$ cat src/logic/jbs_pkg.sv
// Package: constants and types of the boundary-scan test port
package jbs_pkg;

	// ****************************************
	// Instruction register
	// ****************************************
	localparam int IR_WIDTH = 16;
	localparam logic [15:0] IR_EXTEST = 16'h0000;
	localparam logic [15:0] IR_SAMPLE = 16'h0002;
	localparam logic [15:0] IR_IDENT = 16'h0004;
	localparam logic [15:0] IR_BYPASS = 16'hFFFF;
	localparam logic [15:0] IR_RESET = 16'h0004;
	localparam logic [1:0] IR_CAPTURE = 2'h1;

	// ****************************************
	// Boundary register layout
	// ****************************************
	localparam int BSR_LEN = 87;
	localparam int BIT_RST_EN = 0;
	localparam int BIT_RST_OUT = 1;
	localparam int BIT_XTAL = 2;
	localparam int BIT_PULLUP = 3;
	localparam int BIT_ADDR = 4;
	localparam int BIT_DATA = 12;
	localparam int BIT_WR = 20;
	localparam int BIT_RD = 21;
	localparam int BIT_RMW = 22;
	localparam int BIT_PORT0 = 23;
	localparam int PORT_SPAN = 16;
	localparam int NUM_PORTS = 4;

	// ****************************************
	// Identification fields (values arbitrary)
	// ****************************************
	localparam logic [3:0] ID_VERSION = 4'h6;
	localparam logic [15:0] ID_PART = 16'h0ABC;
	localparam logic [10:0] ID_MAKER = 11'h155;
	localparam logic [0:0] ID_LSB = 1'h1;

	// ****************************************
	// Types
	// ****************************************
	typedef enum logic [3:0] {
		ST_RESET, ST_IDLE, ST_SEL_DR, ST_CAP_DR, ST_SHIFT_DR, ST_EXIT1_DR,
		ST_PAUSE_DR, ST_EXIT2_DR, ST_UPD_DR, ST_SEL_IR, ST_CAP_IR,
		ST_SHIFT_IR, ST_EXIT1_IR, ST_PAUSE_IR, ST_EXIT2_IR, ST_UPD_IR
	} jbs_tap_t;

	// Core side of the boundary cells
	typedef struct packed {
		logic rst_en;
		logic pullup_en;
		logic [7:0] addr;
		logic [7:0] data;
		logic wr;
		logic rd;
		logic rmw;
		logic [31:0] oe;
		logic [31:0] out;
	} jbs_core_t;

	// Synchroniser stages of the test pins
	typedef struct packed {
		logic [2:0] tck;
		logic [2:0] tms;
		logic [2:0] tdi;
	} jbs_sync_t;

	typedef struct packed {
		jbs_sync_t sync;
		jbs_tap_t tap;
		logic [15:0] ir_shift;
		logic [15:0] ir;
		logic [86:0] bsr;
		logic [86:0] upd;
		logic [31:0] id_shift;
		logic bypass;
		logic tdo;
		logic tdo_oe_n;
		logic extest;
		jbs_core_t drive;
	} jbs_state_t;

endpackage

$ cat src/logic/jbs_chain.sv
// Boundary-scan test port: TAP, instruction, bypass, ID and boundary chain
//
// Contract
// RULE1 - Extest captures and drives; sample captures only, drives nothing.
// RULE2 - Bit 0 captures core reset-enable, updates reset pin enable.
// RULE3 - Bit 1 captures reset pin level, updates reset pin output; here the port 0 cell in bit 24 overrides that output.
// RULE4 - Bit 2 captures crystal input; its update does nothing.
// RULE5 - Bit 3 captures core pullup enable, updates port pullup enable.
// RULE6 - Bits 4-11 carry register-bus address, LSB in bit 4.
// RULE7 - Bits 12-19 carry register-bus data, LSB in bit 12.
// RULE8 - Bits 20-22 carry write, read, read-modify-write strobes.
// RULE9 - Port 0 pairs from bit 23: odd enable, next even data.
// RULE10 - Port 1 pairs on bits 39-54 likewise.
// RULE11 - Port 2 pairs on bits 55-70 likewise.
// RULE12 - Port 3 pairs on bits 71-86 likewise.
// RULE13 - Under extest every input to on-chip logic reads one.
// RULE14 - Sample allows observation and preload without driving pins.
// RULE15 - Bypass puts one bit between serial in and out.
// RULE16 - Identification selects 32-bit read-only register.
// RULE17 - ID: version 31-28, part 27-12, maker 11-1, one at bit 0.
// RULE18 - Boundary register is 87 bits between serial in and out.
// RULE19 - 16-bit instruction: extest 0000, sample 0002, bypass FFFF.
// RULE20 - Code 0004 selects identification, loaded at test reset.
// RULE21 - Capture in Capture-DR, shift per rising edge, drive on Update-DR.
// RULE22 - Bit 0 sits nearest serial out, shifted out first.
`timescale 1ns/10ps

module jbs_chain (
	// Clock, reset, enable
	input wire logic mclk,
	input wire logic reset_n,
	input wire logic clk_en,
	// Test pins (test clock sampled by mclk)
	input wire logic tck,
	input wire logic tms,
	input wire logic tdi,
	output logic tdo,
	output logic tdo_oe_n,
	// Core, pin and bus side inputs of the cells
	input wire jbs_pkg::jbs_core_t core_in,
	input wire logic rst_pin_in,
	input wire logic crystal_in_pin,
	input wire logic [7:0] periph_reg_data_in,
	input wire logic [31:0] port_pin_in,
	// Pin and bus side of the cells
	output jbs_pkg::jbs_core_t pin_drive,
	output logic extest_active,
	// Inputs seen by on-chip logic
	output logic rst_to_core,
	output logic [7:0] data_to_core,
	output logic [31:0] port_to_core
);

	// ****************************************
	// State
	// ****************************************
	jbs_pkg::jbs_state_t r;
	jbs_pkg::jbs_state_t next_r;
	logic tck_rise;
	logic tck_fall;
	logic tms_s;
	logic tdi_s;
	logic sel_bsr;
	logic [86:0] cap;
	logic [86:0] upd_v;
	logic [31:0] id_word;
	logic [15:0] ir_next;
	logic sel_id;
	logic sel_byp;
	logic tdo_bit;

	// RULE17 identification layout
	assign id_word = {jbs_pkg::ID_VERSION, jbs_pkg::ID_PART,
		jbs_pkg::ID_MAKER, jbs_pkg::ID_LSB};

	// Edge seen as stage two leaves stage three;
	// stage three agrees one cycle later and holds
	assign tck_rise = r.sync.tck[1] & ~r.sync.tck[2];
	assign tms_s = r.sync.tms[2];
	assign tdi_s = r.sync.tdi[2];

	// ****************************************
	// Capture vector
	// ****************************************
	always_comb begin
		cap = '0;
		// RULE2 reset enable
		cap[jbs_pkg::BIT_RST_EN] = core_in.rst_en;
		// RULE3 reset pin level
		cap[jbs_pkg::BIT_RST_OUT] = rst_pin_in;
		// RULE4 crystal input
		cap[jbs_pkg::BIT_XTAL] = crystal_in_pin;
		// RULE5 pullup enable
		cap[jbs_pkg::BIT_PULLUP] = core_in.pullup_en;
		// RULE6 address lines
		cap[jbs_pkg::BIT_ADDR +: 8] = core_in.addr;
		// RULE7 data read from bus
		cap[jbs_pkg::BIT_DATA +: 8] = periph_reg_data_in;
		// RULE8 strobes
		cap[jbs_pkg::BIT_WR] = core_in.wr;
		cap[jbs_pkg::BIT_RD] = core_in.rd;
		cap[jbs_pkg::BIT_RMW] = core_in.rmw;
		// RULE9 RULE10 RULE11 RULE12 paired port cells
		for (int i = 0; i < 32; i++) begin
			cap[jbs_pkg::BIT_PORT0 + 2 * i] = core_in.oe[i];
			cap[jbs_pkg::BIT_PORT0 + 2 * i + 1] = port_pin_in[i];
		end
	end

	// ****************************************
	// Instruction decode
	// ****************************************
	// Unknown codes fall back to bypass, so a stray
	// instruction never exposes the boundary cells
	always_comb begin
		sel_bsr = 1'b0;
		sel_id = 1'b0;
		sel_byp = 1'b0;
		case (r.ir)
			// RULE19 extest and sample share the chain
			jbs_pkg::IR_EXTEST: begin
				sel_bsr = 1'b1;
			end
			jbs_pkg::IR_SAMPLE: begin
				sel_bsr = 1'b1;
			end
			// RULE16 identification word
			jbs_pkg::IR_IDENT: begin
				sel_id = 1'b1;
			end
			// RULE15 bypass and every other code
			default: begin
				sel_byp = 1'b1;
			end
		endcase
	end

	// ****************************************
	// Serial output select
	// ****************************************
	always_comb begin
		tdo_bit = 1'b0;
		// RULE22 bit 0 of the chosen register leaves first
		if (r.tap == jbs_pkg::ST_SHIFT_IR) begin
			tdo_bit = r.ir_shift[0];
		end else if (sel_bsr) begin
			tdo_bit = r.bsr[0];
		end else if (sel_id) begin
			tdo_bit = r.id_shift[0];
		end else if (sel_byp) begin
			tdo_bit = r.bypass;
		end
	end

	// ****************************************
	// Next state
	// ****************************************
	always_comb begin
		next_r = r;
		upd_v = r.upd;
		ir_next = r.ir;
		next_r.sync.tck = {r.sync.tck[1:0], tck};
		next_r.sync.tms = {r.sync.tms[1:0], tms};
		next_r.sync.tdi = {r.sync.tdi[1:0], tdi};
		if (tck_rise) begin
			case (r.tap)
				jbs_pkg::ST_RESET: next_r.tap = tms_s ? jbs_pkg::ST_RESET
					: jbs_pkg::ST_IDLE;
				jbs_pkg::ST_IDLE: next_r.tap = tms_s ? jbs_pkg::ST_SEL_DR
					: jbs_pkg::ST_IDLE;
				jbs_pkg::ST_SEL_DR: next_r.tap = tms_s ? jbs_pkg::ST_SEL_IR
					: jbs_pkg::ST_CAP_DR;
				jbs_pkg::ST_CAP_DR: next_r.tap = tms_s ? jbs_pkg::ST_EXIT1_DR
					: jbs_pkg::ST_SHIFT_DR;
				jbs_pkg::ST_SHIFT_DR: next_r.tap = tms_s ? jbs_pkg::ST_EXIT1_DR
					: jbs_pkg::ST_SHIFT_DR;
				jbs_pkg::ST_EXIT1_DR: next_r.tap = tms_s ? jbs_pkg::ST_UPD_DR
					: jbs_pkg::ST_PAUSE_DR;
				jbs_pkg::ST_PAUSE_DR: next_r.tap = tms_s ? jbs_pkg::ST_EXIT2_DR
					: jbs_pkg::ST_PAUSE_DR;
				jbs_pkg::ST_EXIT2_DR: next_r.tap = tms_s ? jbs_pkg::ST_UPD_DR
					: jbs_pkg::ST_SHIFT_DR;
				jbs_pkg::ST_UPD_DR: next_r.tap = tms_s ? jbs_pkg::ST_SEL_DR
					: jbs_pkg::ST_IDLE;
				jbs_pkg::ST_SEL_IR: next_r.tap = tms_s ? jbs_pkg::ST_RESET
					: jbs_pkg::ST_CAP_IR;
				jbs_pkg::ST_CAP_IR: next_r.tap = tms_s ? jbs_pkg::ST_EXIT1_IR
					: jbs_pkg::ST_SHIFT_IR;
				jbs_pkg::ST_SHIFT_IR: next_r.tap = tms_s ? jbs_pkg::ST_EXIT1_IR
					: jbs_pkg::ST_SHIFT_IR;
				jbs_pkg::ST_EXIT1_IR: next_r.tap = tms_s ? jbs_pkg::ST_UPD_IR
					: jbs_pkg::ST_PAUSE_IR;
				jbs_pkg::ST_PAUSE_IR: next_r.tap = tms_s ? jbs_pkg::ST_EXIT2_IR
					: jbs_pkg::ST_PAUSE_IR;
				jbs_pkg::ST_EXIT2_IR: next_r.tap = tms_s ? jbs_pkg::ST_UPD_IR
					: jbs_pkg::ST_SHIFT_IR;
				jbs_pkg::ST_UPD_IR: next_r.tap = tms_s ? jbs_pkg::ST_SEL_DR
					: jbs_pkg::ST_IDLE;
				default: next_r.tap = jbs_pkg::ST_RESET;
			endcase
			// RULE21 capture then shift, one bit per rising edge
			case (r.tap)
				jbs_pkg::ST_CAP_DR: begin
					if (sel_bsr)
						next_r.bsr = cap;
					// RULE16 identification loaded for shifting
					if (sel_id)
						next_r.id_shift = id_word;
					// RULE15 bypass captures zero
					if (sel_byp)
						next_r.bypass = 1'b0;
				end
				jbs_pkg::ST_SHIFT_DR: begin
					// RULE18 RULE22 bit 0 leaves first
					if (sel_bsr)
						next_r.bsr = {tdi_s, r.bsr[86:1]};
					if (sel_id)
						next_r.id_shift = {tdi_s, r.id_shift[31:1]};
					if (sel_byp)
						next_r.bypass = tdi_s;
				end
				jbs_pkg::ST_CAP_IR: begin
					next_r.ir_shift = {14'h0000, jbs_pkg::IR_CAPTURE};
				end
				jbs_pkg::ST_SHIFT_IR: begin
					next_r.ir_shift = {tdi_s, r.ir_shift[15:1]};
				end
				jbs_pkg::ST_UPD_IR: begin
					ir_next = r.ir_shift;
				end
				jbs_pkg::ST_UPD_DR: begin
					// RULE14 preload holds shifted data, not yet driven
					if (sel_bsr)
						upd_v = r.bsr;
				end
				jbs_pkg::ST_RESET: begin
					// RULE20 identification after test reset
					ir_next = jbs_pkg::IR_RESET;
				end
				default: begin
				end
			endcase
			if (r.tap == jbs_pkg::ST_RESET && tms_s)
				ir_next = jbs_pkg::IR_RESET;
			next_r.ir = ir_next;
			next_r.upd = upd_v;
			// RULE1 only extest drives updated cells
			next_r.extest = (ir_next == jbs_pkg::IR_EXTEST) &&
				(next_r.tap != jbs_pkg::ST_RESET);
		end
		// TDO changes on falling test clock, as the standard expects
		if (tck_fall) begin
			next_r.tdo_oe_n = !(r.tap == jbs_pkg::ST_SHIFT_DR ||
				r.tap == jbs_pkg::ST_SHIFT_IR);
			next_r.tdo = tdo_bit;
		end
		// RULE1 RULE2 RULE3 RULE5..RULE12 drive from update stage
		if (r.extest) begin
			next_r.drive.rst_en = r.upd[jbs_pkg::BIT_RST_EN];
			// Limitation: reset pin output shares the port 0
			// output slot, and the port cell below wins
			next_r.drive.out[0] = r.upd[jbs_pkg::BIT_RST_OUT];
			next_r.drive.pullup_en = r.upd[jbs_pkg::BIT_PULLUP];
			next_r.drive.addr = r.upd[jbs_pkg::BIT_ADDR +: 8];
			next_r.drive.data = r.upd[jbs_pkg::BIT_DATA +: 8];
			next_r.drive.wr = r.upd[jbs_pkg::BIT_WR];
			next_r.drive.rd = r.upd[jbs_pkg::BIT_RD];
			next_r.drive.rmw = r.upd[jbs_pkg::BIT_RMW];
			for (int i = 0; i < 32; i++) begin
				next_r.drive.oe[i] = r.upd[jbs_pkg::BIT_PORT0 + 2 * i];
				next_r.drive.out[i] = r.upd[jbs_pkg::BIT_PORT0 + 2 * i + 1];
			end
		end else begin
			next_r.drive = core_in;
		end
	end

	assign tck_fall = r.sync.tck[2] & ~r.sync.tck[1];

	// ****************************************
	// Registers
	// ****************************************
	always_ff @(posedge mclk or negedge reset_n) begin
		if (!reset_n) begin
			r <= '{sync: '0, tap: jbs_pkg::ST_RESET, ir_shift: '0,
				ir: jbs_pkg::IR_RESET, bsr: '0, upd: '0, id_shift: '0,
				bypass: 1'b0, tdo: 1'b0, tdo_oe_n: 1'b1, extest: 1'b0,
				drive: '0};
			rst_to_core <= 1'b1;
			data_to_core <= '0;
			port_to_core <= '0;
		end else if (clk_en) begin
			r <= next_r;
			// RULE13 extest forces core inputs to one
			rst_to_core <= r.extest ? 1'b1 : rst_pin_in;
			data_to_core <= r.extest ? 8'hFF : periph_reg_data_in;
			port_to_core <= r.extest ? 32'hFFFFFFFF : port_pin_in;
		end
	end

	assign tdo = r.tdo;
	assign tdo_oe_n = r.tdo_oe_n;
	assign pin_drive = r.drive;
	assign extest_active = r.extest;

endmodule // jbs_chain

$ cat config.mk
export PLATFORM = sky130hd
export DESIGN_NAME = jbs_chain
export DESIGN_NICKNAME = d
export VERILOG_FILES = /design/src/logic/jbs_pkg.sv /design/src/logic/jbs_chain.sv
export SDC_FILE = /design/constraint.sdc
export NUM_CORES = 1
export LEC_CHECK = 0
export BUFFER_PORTS_ARGS = -buffer_cell sky130_fd_sc_hd__buf_2
export CAP_MARGIN = 20
export CORE_AREA = 10 10 219 221
export DETAILED_ROUTE_END_ITERATION = 10
export DIE_AREA = 0 0 229 231
export PLACE_DENSITY_LB_ADDON = 0.25
export SETUP_SLACK_MARGIN = 0.3
export SLEW_MARGIN = 20
export SYNTH_ARGS = -nofsm -noshare
export SYNTH_HDL_FRONTEND = slang
export SYNTH_SLANG_ARGS = --single-unit
$ cat constraint.sdc
create_clock -name mclk -period 7.1 [get_ports mclk]
set_input_delay 1.775 -clock mclk [delete_from_list [all_inputs] [get_ports mclk]]
set_output_delay 1.775 -clock mclk [all_outputs]
set_load 0.01 [all_outputs]
==> Word level (Yosys, flattened, before mapping) <==
Index checks and enable logic that the tools add are counted.
{ "totals": {"ramBits": 0, "regBits": 381, "memories": 0, "elab_cells": 110, "latch_bits": 0, "input_bits": 133, "mem_bits_ro": 0, "out_inout_bits": 129} }
{ "op_classes": {"muxes": 36, "n_reduce_logical": 22, "n_bitwise": 4, "eq_ne": 23, "div": 0, "magnitude_cmp": 0, "n_shift": 0, "addsub": 0, "multipliers": 0} }
{ "ops": {"columns": ["op", "count"], "rows": [
  ["$mux W87", 2],
  ["$pmux W87 S2", 1],
  ["$mux W32", 3],
  ["$mux W85", 1],
  ["$pmux W33 S2", 1],
  ["$pmux W16 S2", 2],
  ["$pmux W4 S12", 1],
  ["$eq A4 B4 Y1 const B", 8],
  ["$logic_not A16 Y1", 2],
  ["$mux W16", 2],
  ["$mux W4", 5],
  ["$eq A16 B2 Y1 const B", 1],
  ["$eq A16 B3 Y1 const B", 1],
  ["$eq A4 B3 Y1 const B", 4],
  ["$reduce_and A5 Y1", 3],
  ["$mux W1", 12],
  ["$ne A2 B2 Y1 const B", 6],
  ["$eq A4 B2 Y1 const B", 2],
  ["$mux W8", 1],
  ["$mux W2", 3],
  ["$mux W3", 2],
  ["$reduce_or A2 Y1", 3],
  ["$reduce_or A3 Y1", 2],
  ["$eq A4 B1 Y1 const B", 1],
  ["11 further kinds", 16]
]} }

==> Logic depth before layout (Yosys ltp) <==
Gate-level depths: netlist of the first run.
{ "depth": {"ltp_word": 6, "depth_mapped": 7, "ltp_nobuf": 4} }

==> Worst setup path after synthesis of the first run <==
Ideal clock, no wire load.
{ "synth_path": {"path_kind": "input -> register", "from": "input port clk_en", "to": "register r[157] in the netlist's numbering", "arrival_time_ns": 3.266, "required_time_ns": 6.975, "path_buffers": 3, "slack_ns": 3.709, "cell_stages": 7, "path_cell_list": "and3b_1 -> clkbuf_1 -> nand3_1 -> nor4_2 -> buf_2 -> buf_4 -> mux2_2"} }
{ "synth_between": {"elab_chain_len": 1} }
{ "synth_lines": {"columns": ["item", "line", "rtl"], "rows": [
  ["start: declaration", "jbs_chain.sv:32", "input wire logic clk_en,"],
  ["$reduce_and A4 Y1 (no line)", null, null],
  ["end signal: assignment", "jbs_chain.sv:285", "r <= '{sync: '0, tap: jbs_pkg::ST_RESET, ir_shift: '0,"],
  ["end signal: assignment", "jbs_chain.sv:293", "r <= next_r;"],
  ["end: declaration", "jbs_chain.sv:57", "jbs_pkg::jbs_state_t r;"]
]} }
Every way passes these cells.
A chain may end at the register's enable or synchronous reset.

==> Worst setup path in the final report of the first run <==
{ "layout_path": {"from": "input port clk_en", "to": "register r[121] in the netlist's numbering"} }
Same word-level chain as after synthesis.

==> impl_metrics.ini, run 1 <==
[global_routing]
grt_pass1_wl_mm = 65.3
use_met1 = 0.191
gr-max-usage-layer = met2
grt_pass1_vias = 11400
antenna_found_initial = 11
use_met3 = 0.0461
grt_max_degree = 132
overflow = 0
use_met2 = 0.246
grt_util_all_layers = 0.151

[floorplanning]
die_area_mm2 = 0.0529
die_h_um = 231
die_w_um = 229
initial_core_util = 0.392
core_area_mm2 = 0.0437
io-pin-count = 262
rows = 77

[finish]
drive_above_1_share = 0.390
syn2layout_area_growth_pct = 15.7
finalNetCount = 1721

[detailed_routing]
wl_per_cell_um = 18.3
antenna_left = 0
via_per_inst = 4.95
wl_mm = 40.5
dr.pass1.iters = 6
vias = 11000
drcViolationCount = 0
drt-initial-drc-count = 564

[clocking]
ctsHoldBuffers = 0
root_buffer = clkbuf_16
cts_resized = 0
worstSkewPairLatency_ns = 0.57
htreeDepth = 2
postCtsSetupBuffers = 0
clkSlewWorstSetupHoldPaths_ns = 0.06
clock_sinks = 379
clock_path_buffers = 3
tritoncts = built
numCtsBuffers = 43

[power]
ir_drop_uv = 225
p_leak_nw = 9.16
power_density_mw_per_mm2 = 302

[worst_setup_path]
path_max_fanout = 88
critPathCaptureType = register
worstSetupPathType = in -> reg
crit_arrival_ns = 4.60
crit_required_ns = 7.53
worst_setup_path_start_kind = input pin

[synth]
syn_inst = 1445
yosys_most_used_dff = dfrtp_1
synth-seq-cells = 379
synth_cell_type_count = 47
syn_area_mm2 = 0.0172
synth-edff-count = 0
synthArstFlopShare = 1.00
ys_seq_area_frac = 0.553
syn_nets = 1578
yosys_warnings = 0
avgSynthCellArea_um2 = 11.9

[timing]
worst_slew_pin_slew_ns = 1.11
fin_crit_sh = 0.588
slew_headroom = 0.253
finClkSkew_ns = 0.0213
slew_viol_final = 0
layout_min_cycle_time_ns = 4.17
finalSetupTns_ns = 0
timing.hold.ws_ns = 0.490
rsz0062_at_grt = no
fmaxAchievable_mhz = 240
finalSetupViolCount = 0
hold_violations = 0

[run_status]
run_status = finished, final reports clean

[hold_path]
min_path_type = reg -> reg

[place]
port_buffers = 261
dp_hpwl_mm = 26.2
gp_congestion = 0.759

[job]
cap_violations = 0
[worst paths after layout]
kind                             start            end  cells after the start  slack [ns]
min                        rst_to_core    rst_to_core                      2        0.49
min in group asynchronous      reset_n         r[150]                      1        1.12
max                             clk_en         r[121]                      6        2.93
max in group asynchronous      reset_n  extest_active                      3        4.40
min reg2reg                rst_to_core    rst_to_core                      2        0.49
max reg2reg                     r[309]         r[121]                      5        3.68
[layout make-up]
| type | instances | area (um^2) |
|---|---|---|
| Antenna cell | 3 | 7.51 |
| Timing Repair Buffer | 278 | 1520 |
| Tap cell | 592 | 741 |
| Fill cell | 4114 | 23900 |
| Clock inverter | 13 | 191 |
| Sequential cell | 379 | 9490 |
| Inverter | 21 | 78.8 |
| Clock buffer | 65 | 1270 |
| Multi-Input combinational cell | 865 | 6560 |
[where the power goes]
group	switching (mW)	total [mW]	internal [mW]
Sequential	0.111	2.44	2.33
Clock	0.909	2.29	1.38
Combinational	0.650	1.26	0.610
Total	1.67	6.00	4.33
[critical path, cell delays in order]
cell	delay [ns]
clkbuf_8	0.42
and3b_1	0.43
nand3_1	0.18
nor4_4	0.78
buf_12	0.44
mux2_2	0.39
[cells in the mapped netlist (10+ instances only)]
cell type / instances / area share
mux2i_1: 101 / 0.059
buf_2: 17 / 0.0050
a21oi_1: 136 / 0.040
clkbuf_1: 58 / 0.013
o21ai_0: 20 / 0.0058
buf_1: 10 / 0.0022
inv_1: 21 / 0.0046
dfrtp_1: 376 / 0.55
a22o_1: 15 / 0.0077
nor2_1: 177 / 0.039
nand2_1: 61 / 0.013
mux2_2: 281 / 0.18
buf_4: 95 / 0.042
[stage by stage]
stage	total power [mW]	cell area (um^2)	util	std cells	setup slack, ns
final	6.00	19900	0.454	2216	2.93
after global routing	6.31	19900	0.454	2213	2.73
after CTS	6.09	19800	0.453	2211	2.95
after detailed placement	3.76	18300	0.419	2133	2.38
after global placement	3.74	18300	0.419	2133	2.44
after floorplan	3.46	17200	-	1445	3.71
[metal layers]
layer / wire, um / part of all wire / up-vias
li1: - / - / 5215
met1: 17800 / 0.44 / 5432
met2: 19100 / 0.47 / 233
met3: 2750 / 0.068 / 65
met4: 745 / 0.018 / 14
met5: 92 / 0.0023 / -
[sequential cells by signal, indices dropped and copies added (netlist names)]
signal	flops
tdo	1
data_to_core	8
pin_drive	85
rst_to_core	1
port_to_core	32
r	244
tdo_oe_n	1
extest_active	1
next_r	6
[placed cells by master, fill, tap and decap left out, types with 7 or more instances in the layout]
master	n
a21oi_1	136
a22o_1	15
buf_2	259
buf_4	12
clkbuf_1	12
clkbuf_16	44
clkbuf_8	10
dfrtp_1	375
inv_1	21
mux2_2	281
mux2i_1	101
nand2_1	61
nand2b_1	8
nor2_1	177
nor4_1	7
o21ai_0	20
[cell families (layout without fill, tap and decap cells)]
kind of cell / Yosys count / count (layout) / synth area share
xor+xnor: 2 / 2 / 0.00102
buf+inv: 201 / 377 / 0.0660
mux: 385 / 385 / 0.245
simple gates: 282 / 282 / 0.0704
flops: 379 / 379 / 0.553
compound gates: 196 / 196 / 0.0647
other cells: 0 / 3 / 0
(Power assumes the default switching activity.)
==> run 2, diff against run 1 <==
--- a/config.mk
+++ b/config.mk
@@ -5,11 +5,12 @@
 export SDC_FILE = /design/constraint.sdc
 export NUM_CORES = 1
 export LEC_CHECK = 0
+export ABC_AREA = 1
 export BUFFER_PORTS_ARGS = -buffer_cell sky130_fd_sc_hd__buf_2
 export CAP_MARGIN = 20
-export CORE_AREA = 10 10 219 221
+export CORE_AREA = 10 10 222 224
 export DETAILED_ROUTE_END_ITERATION = 10
-export DIE_AREA = 0 0 229 231
+export DIE_AREA = 0 0 232 234
 export PLACE_DENSITY_LB_ADDON = 0.25
 export SETUP_SLACK_MARGIN = 0.3
 export SLEW_MARGIN = 20
==> constraint.sdc (replaced) <==
create_clock -name mclk -period 4.12 [get_ports mclk]
set_input_delay 1.03 -clock mclk [delete_from_list [all_inputs] [get_ports mclk]]
set_output_delay 1.03 -clock mclk [all_outputs]
set_load 0.01 [all_outputs]
==> impl_metrics.ini, run 2 <==
[detailed_routing]
drcViolationCount = 0
highest_layer = met5
dr_wl_met2_mm = 22.8
wl_per_cell_um = 17.2
dr.pass1.iters = 5
vias = 13700
via_per_inst = 4.89
wl_mm = 47.9
antenna_left = 0
drt-initial-drc-count = 1050
wl_met1_mm = 21.8
met3_length_mm = 2.50

[worst_setup_path]
worstSetupPathType = reg -> reg
worstReg2RegEnd = r[236]
r2r_cells = 8
crit_arrival_ns = 3.30
ff2ff_setup_slack_ns = 1.32
path_max_fanout = 108
r2r_start = r[327]
crit_required_ns = 4.61
critPathCaptureType = register
startpoint = r[327]
worst_setup_path_start_kind = register

[timing]
finalSetupViolCount = 0
hold_violations = 0
slew_viol_final = 0
fin_crit_sh = 0.681
worst_slew_pin_slew_ns = 1.03
slew_headroom = 0.315
finClkSkew_ns = 0.0246
fmaxAchievable_mhz = 357
finalSetupTns_ns = 0
rsz0062_at_grt = no
layout_min_cycle_time_ns = 2.80

[place]
port_buffers = 261
gp_congestion = 0.863
dp_hpwl_mm = 32.4
dpl_cell_area_mm2 = 0.0187

[floorplanning]
die_h_um = 234
die_w_um = 232
initial_core_util = 0.395
io-pin-count = 262
core_area_mm2 = 0.0449
die_area_mm2 = 0.0543
rows = 78

[global_routing]
grt_pass1_vias = 13800
antenna_found_initial = 2
grt_util_all_layers = 0.175
overflow = 0
grt_max_degree = 109
grt_pass1_wl_mm = 76.7

[clocking]
postCtsSetupBuffers = 0
clock_sinks = 379
root_buffer = clkbuf_16
clock_path_buffers = 3
htreeDepth = 2
cts_resized = 0
numCtsBuffers = 43
tritoncts = built
worstSkewPairLatency_ns = 0.57
clkSlewWorstSetupHoldPaths_ns = 0.06
ctsHoldBuffers = 0

[synth]
yosys_most_used_dff = dfrtp_1
synth_area_leaders = dfrtp_1, o21ai_0, nand2_1
synthTopCellsByCount = o21ai_0, dfrtp_1, nand2_1
synth_top_area_frac = 0.530
syn_nets = 2177
synth_cell_type_count = 32
yosys_warnings = 0
synth-edff-count = 0
synth-seq-cells = 379
yosys.area.top_type = dfrtp_1
syn_area_mm2 = 0.0178
synthArstFlopShare = 1.00
ys_seq_area_frac = 0.534
synth.most_common_cell = o21ai_0
syn_inst = 2044
avgSynthCellArea_um2 = 8.69

[finish]
finalNetCount = 2296
final.fill_count = 4436
top_register = r
syn2layout_area_growth_pct = 13.5
finalInstanceArea_mm2 = 0.0202
ff_latch_area_mm2 = 0.00949
drive_above_1_share = 0.248
num_antenna_cells = 0
largest_reg_flops = 244
multi_input_area_mm2 = 0.00620
mostFrequentLayoutCell = o21ai_0
layout_common_cells = o21ai_0, dfrtp_1, nand2_1

[hold_path]
worst_hold_path.endpoint = pin_drive[77]
whs_path_depth = 2
hold_start = pin_drive[77]
min_path_type = reg -> reg

[power]
ir_drop_uv = 260
power_density_mw_per_mm2 = 596
p_leak_nw = 9.68

[job]
cap_violations = 0

[run_status]
run_status = finished, final reports clean
==> run 2: where the power goes <==
group,switching (mW),internal (mW)
sequential,0.525,4.43
combinational,2.11,1.05
clock,1.56,2.33
total,4.19,7.81
==> run 2: cell families after synthesis <==
family                 after synthesis  share of synthesized area
DFF                                379                      0.534
and+or+nand+nor                    715                      0.172
AOI/OAI and AO/OA                  561                      0.176
buffers and inverters              388                      0.117
muxes                                1                   0.000564
==> run 2: worst max path at each step <==
| stage | end | slack [ns] | depth (start not counted) |
|---|---|---|---|
| global placement | pin_drive[63] | 1.04 | 5 |
| CTS | r[208] | 1.31 | 8 |
| global route | r[294] | 1.06 | 8 |
| detailed placement | r[209] | 1.01 | 8 |
| floorplan | r[311] | 1.98 | 7 |
| finish | r[236] | 1.32 | 8 |
==> run 2: final cells by class <==
type / instances / share of cell area
Clock inverter: 14 / 0.00851
Inverter: 178 / 0.0334
Tap cell: 600 / 0.0373
Timing Repair Buffer: 284 / 0.0790
Multi-Input combinational cell: 1277 / 0.308
Sequential cell: 379 / 0.471
Clock buffer: 62 / 0.0630
==> run 2: metal layers <==
layer,global-route usage,up-vias
li1,-,6713
met1,0.233,6618
met2,0.286,282
met3,0.0373,57
met4,0.0412,4
met5,0,-
==> run 2: metrics by stage <==
stage	hold WS (ns)	utilization	total power, mW	instances	worst slack (ns)
6_report	0.476	0.449	12.0	2794	1.32
5_1_grt	0.493	0.449	12.8	2794	1.06
4_1_cts	0.479	0.449	12.2	2794	1.31
3_5_place_dp	0.464	0.417	8.22	2718	1.01
3_3_place_gp	0.459	0.417	8.16	2718	1.04
2_1_floorplan	0.453	-	7.28	2044	1.98
==> run 2: worst max-delay path, stage by stage (launching register included) <==
cell     delay [ns]
dfrtp_1        0.64
nor2_2         0.32
nand2_4        0.26
nand2_2        0.18
nand2_2        0.25
nor2_4         0.26
buf_12         0.50
nor2_2         0.07
a21oi_2        0.13
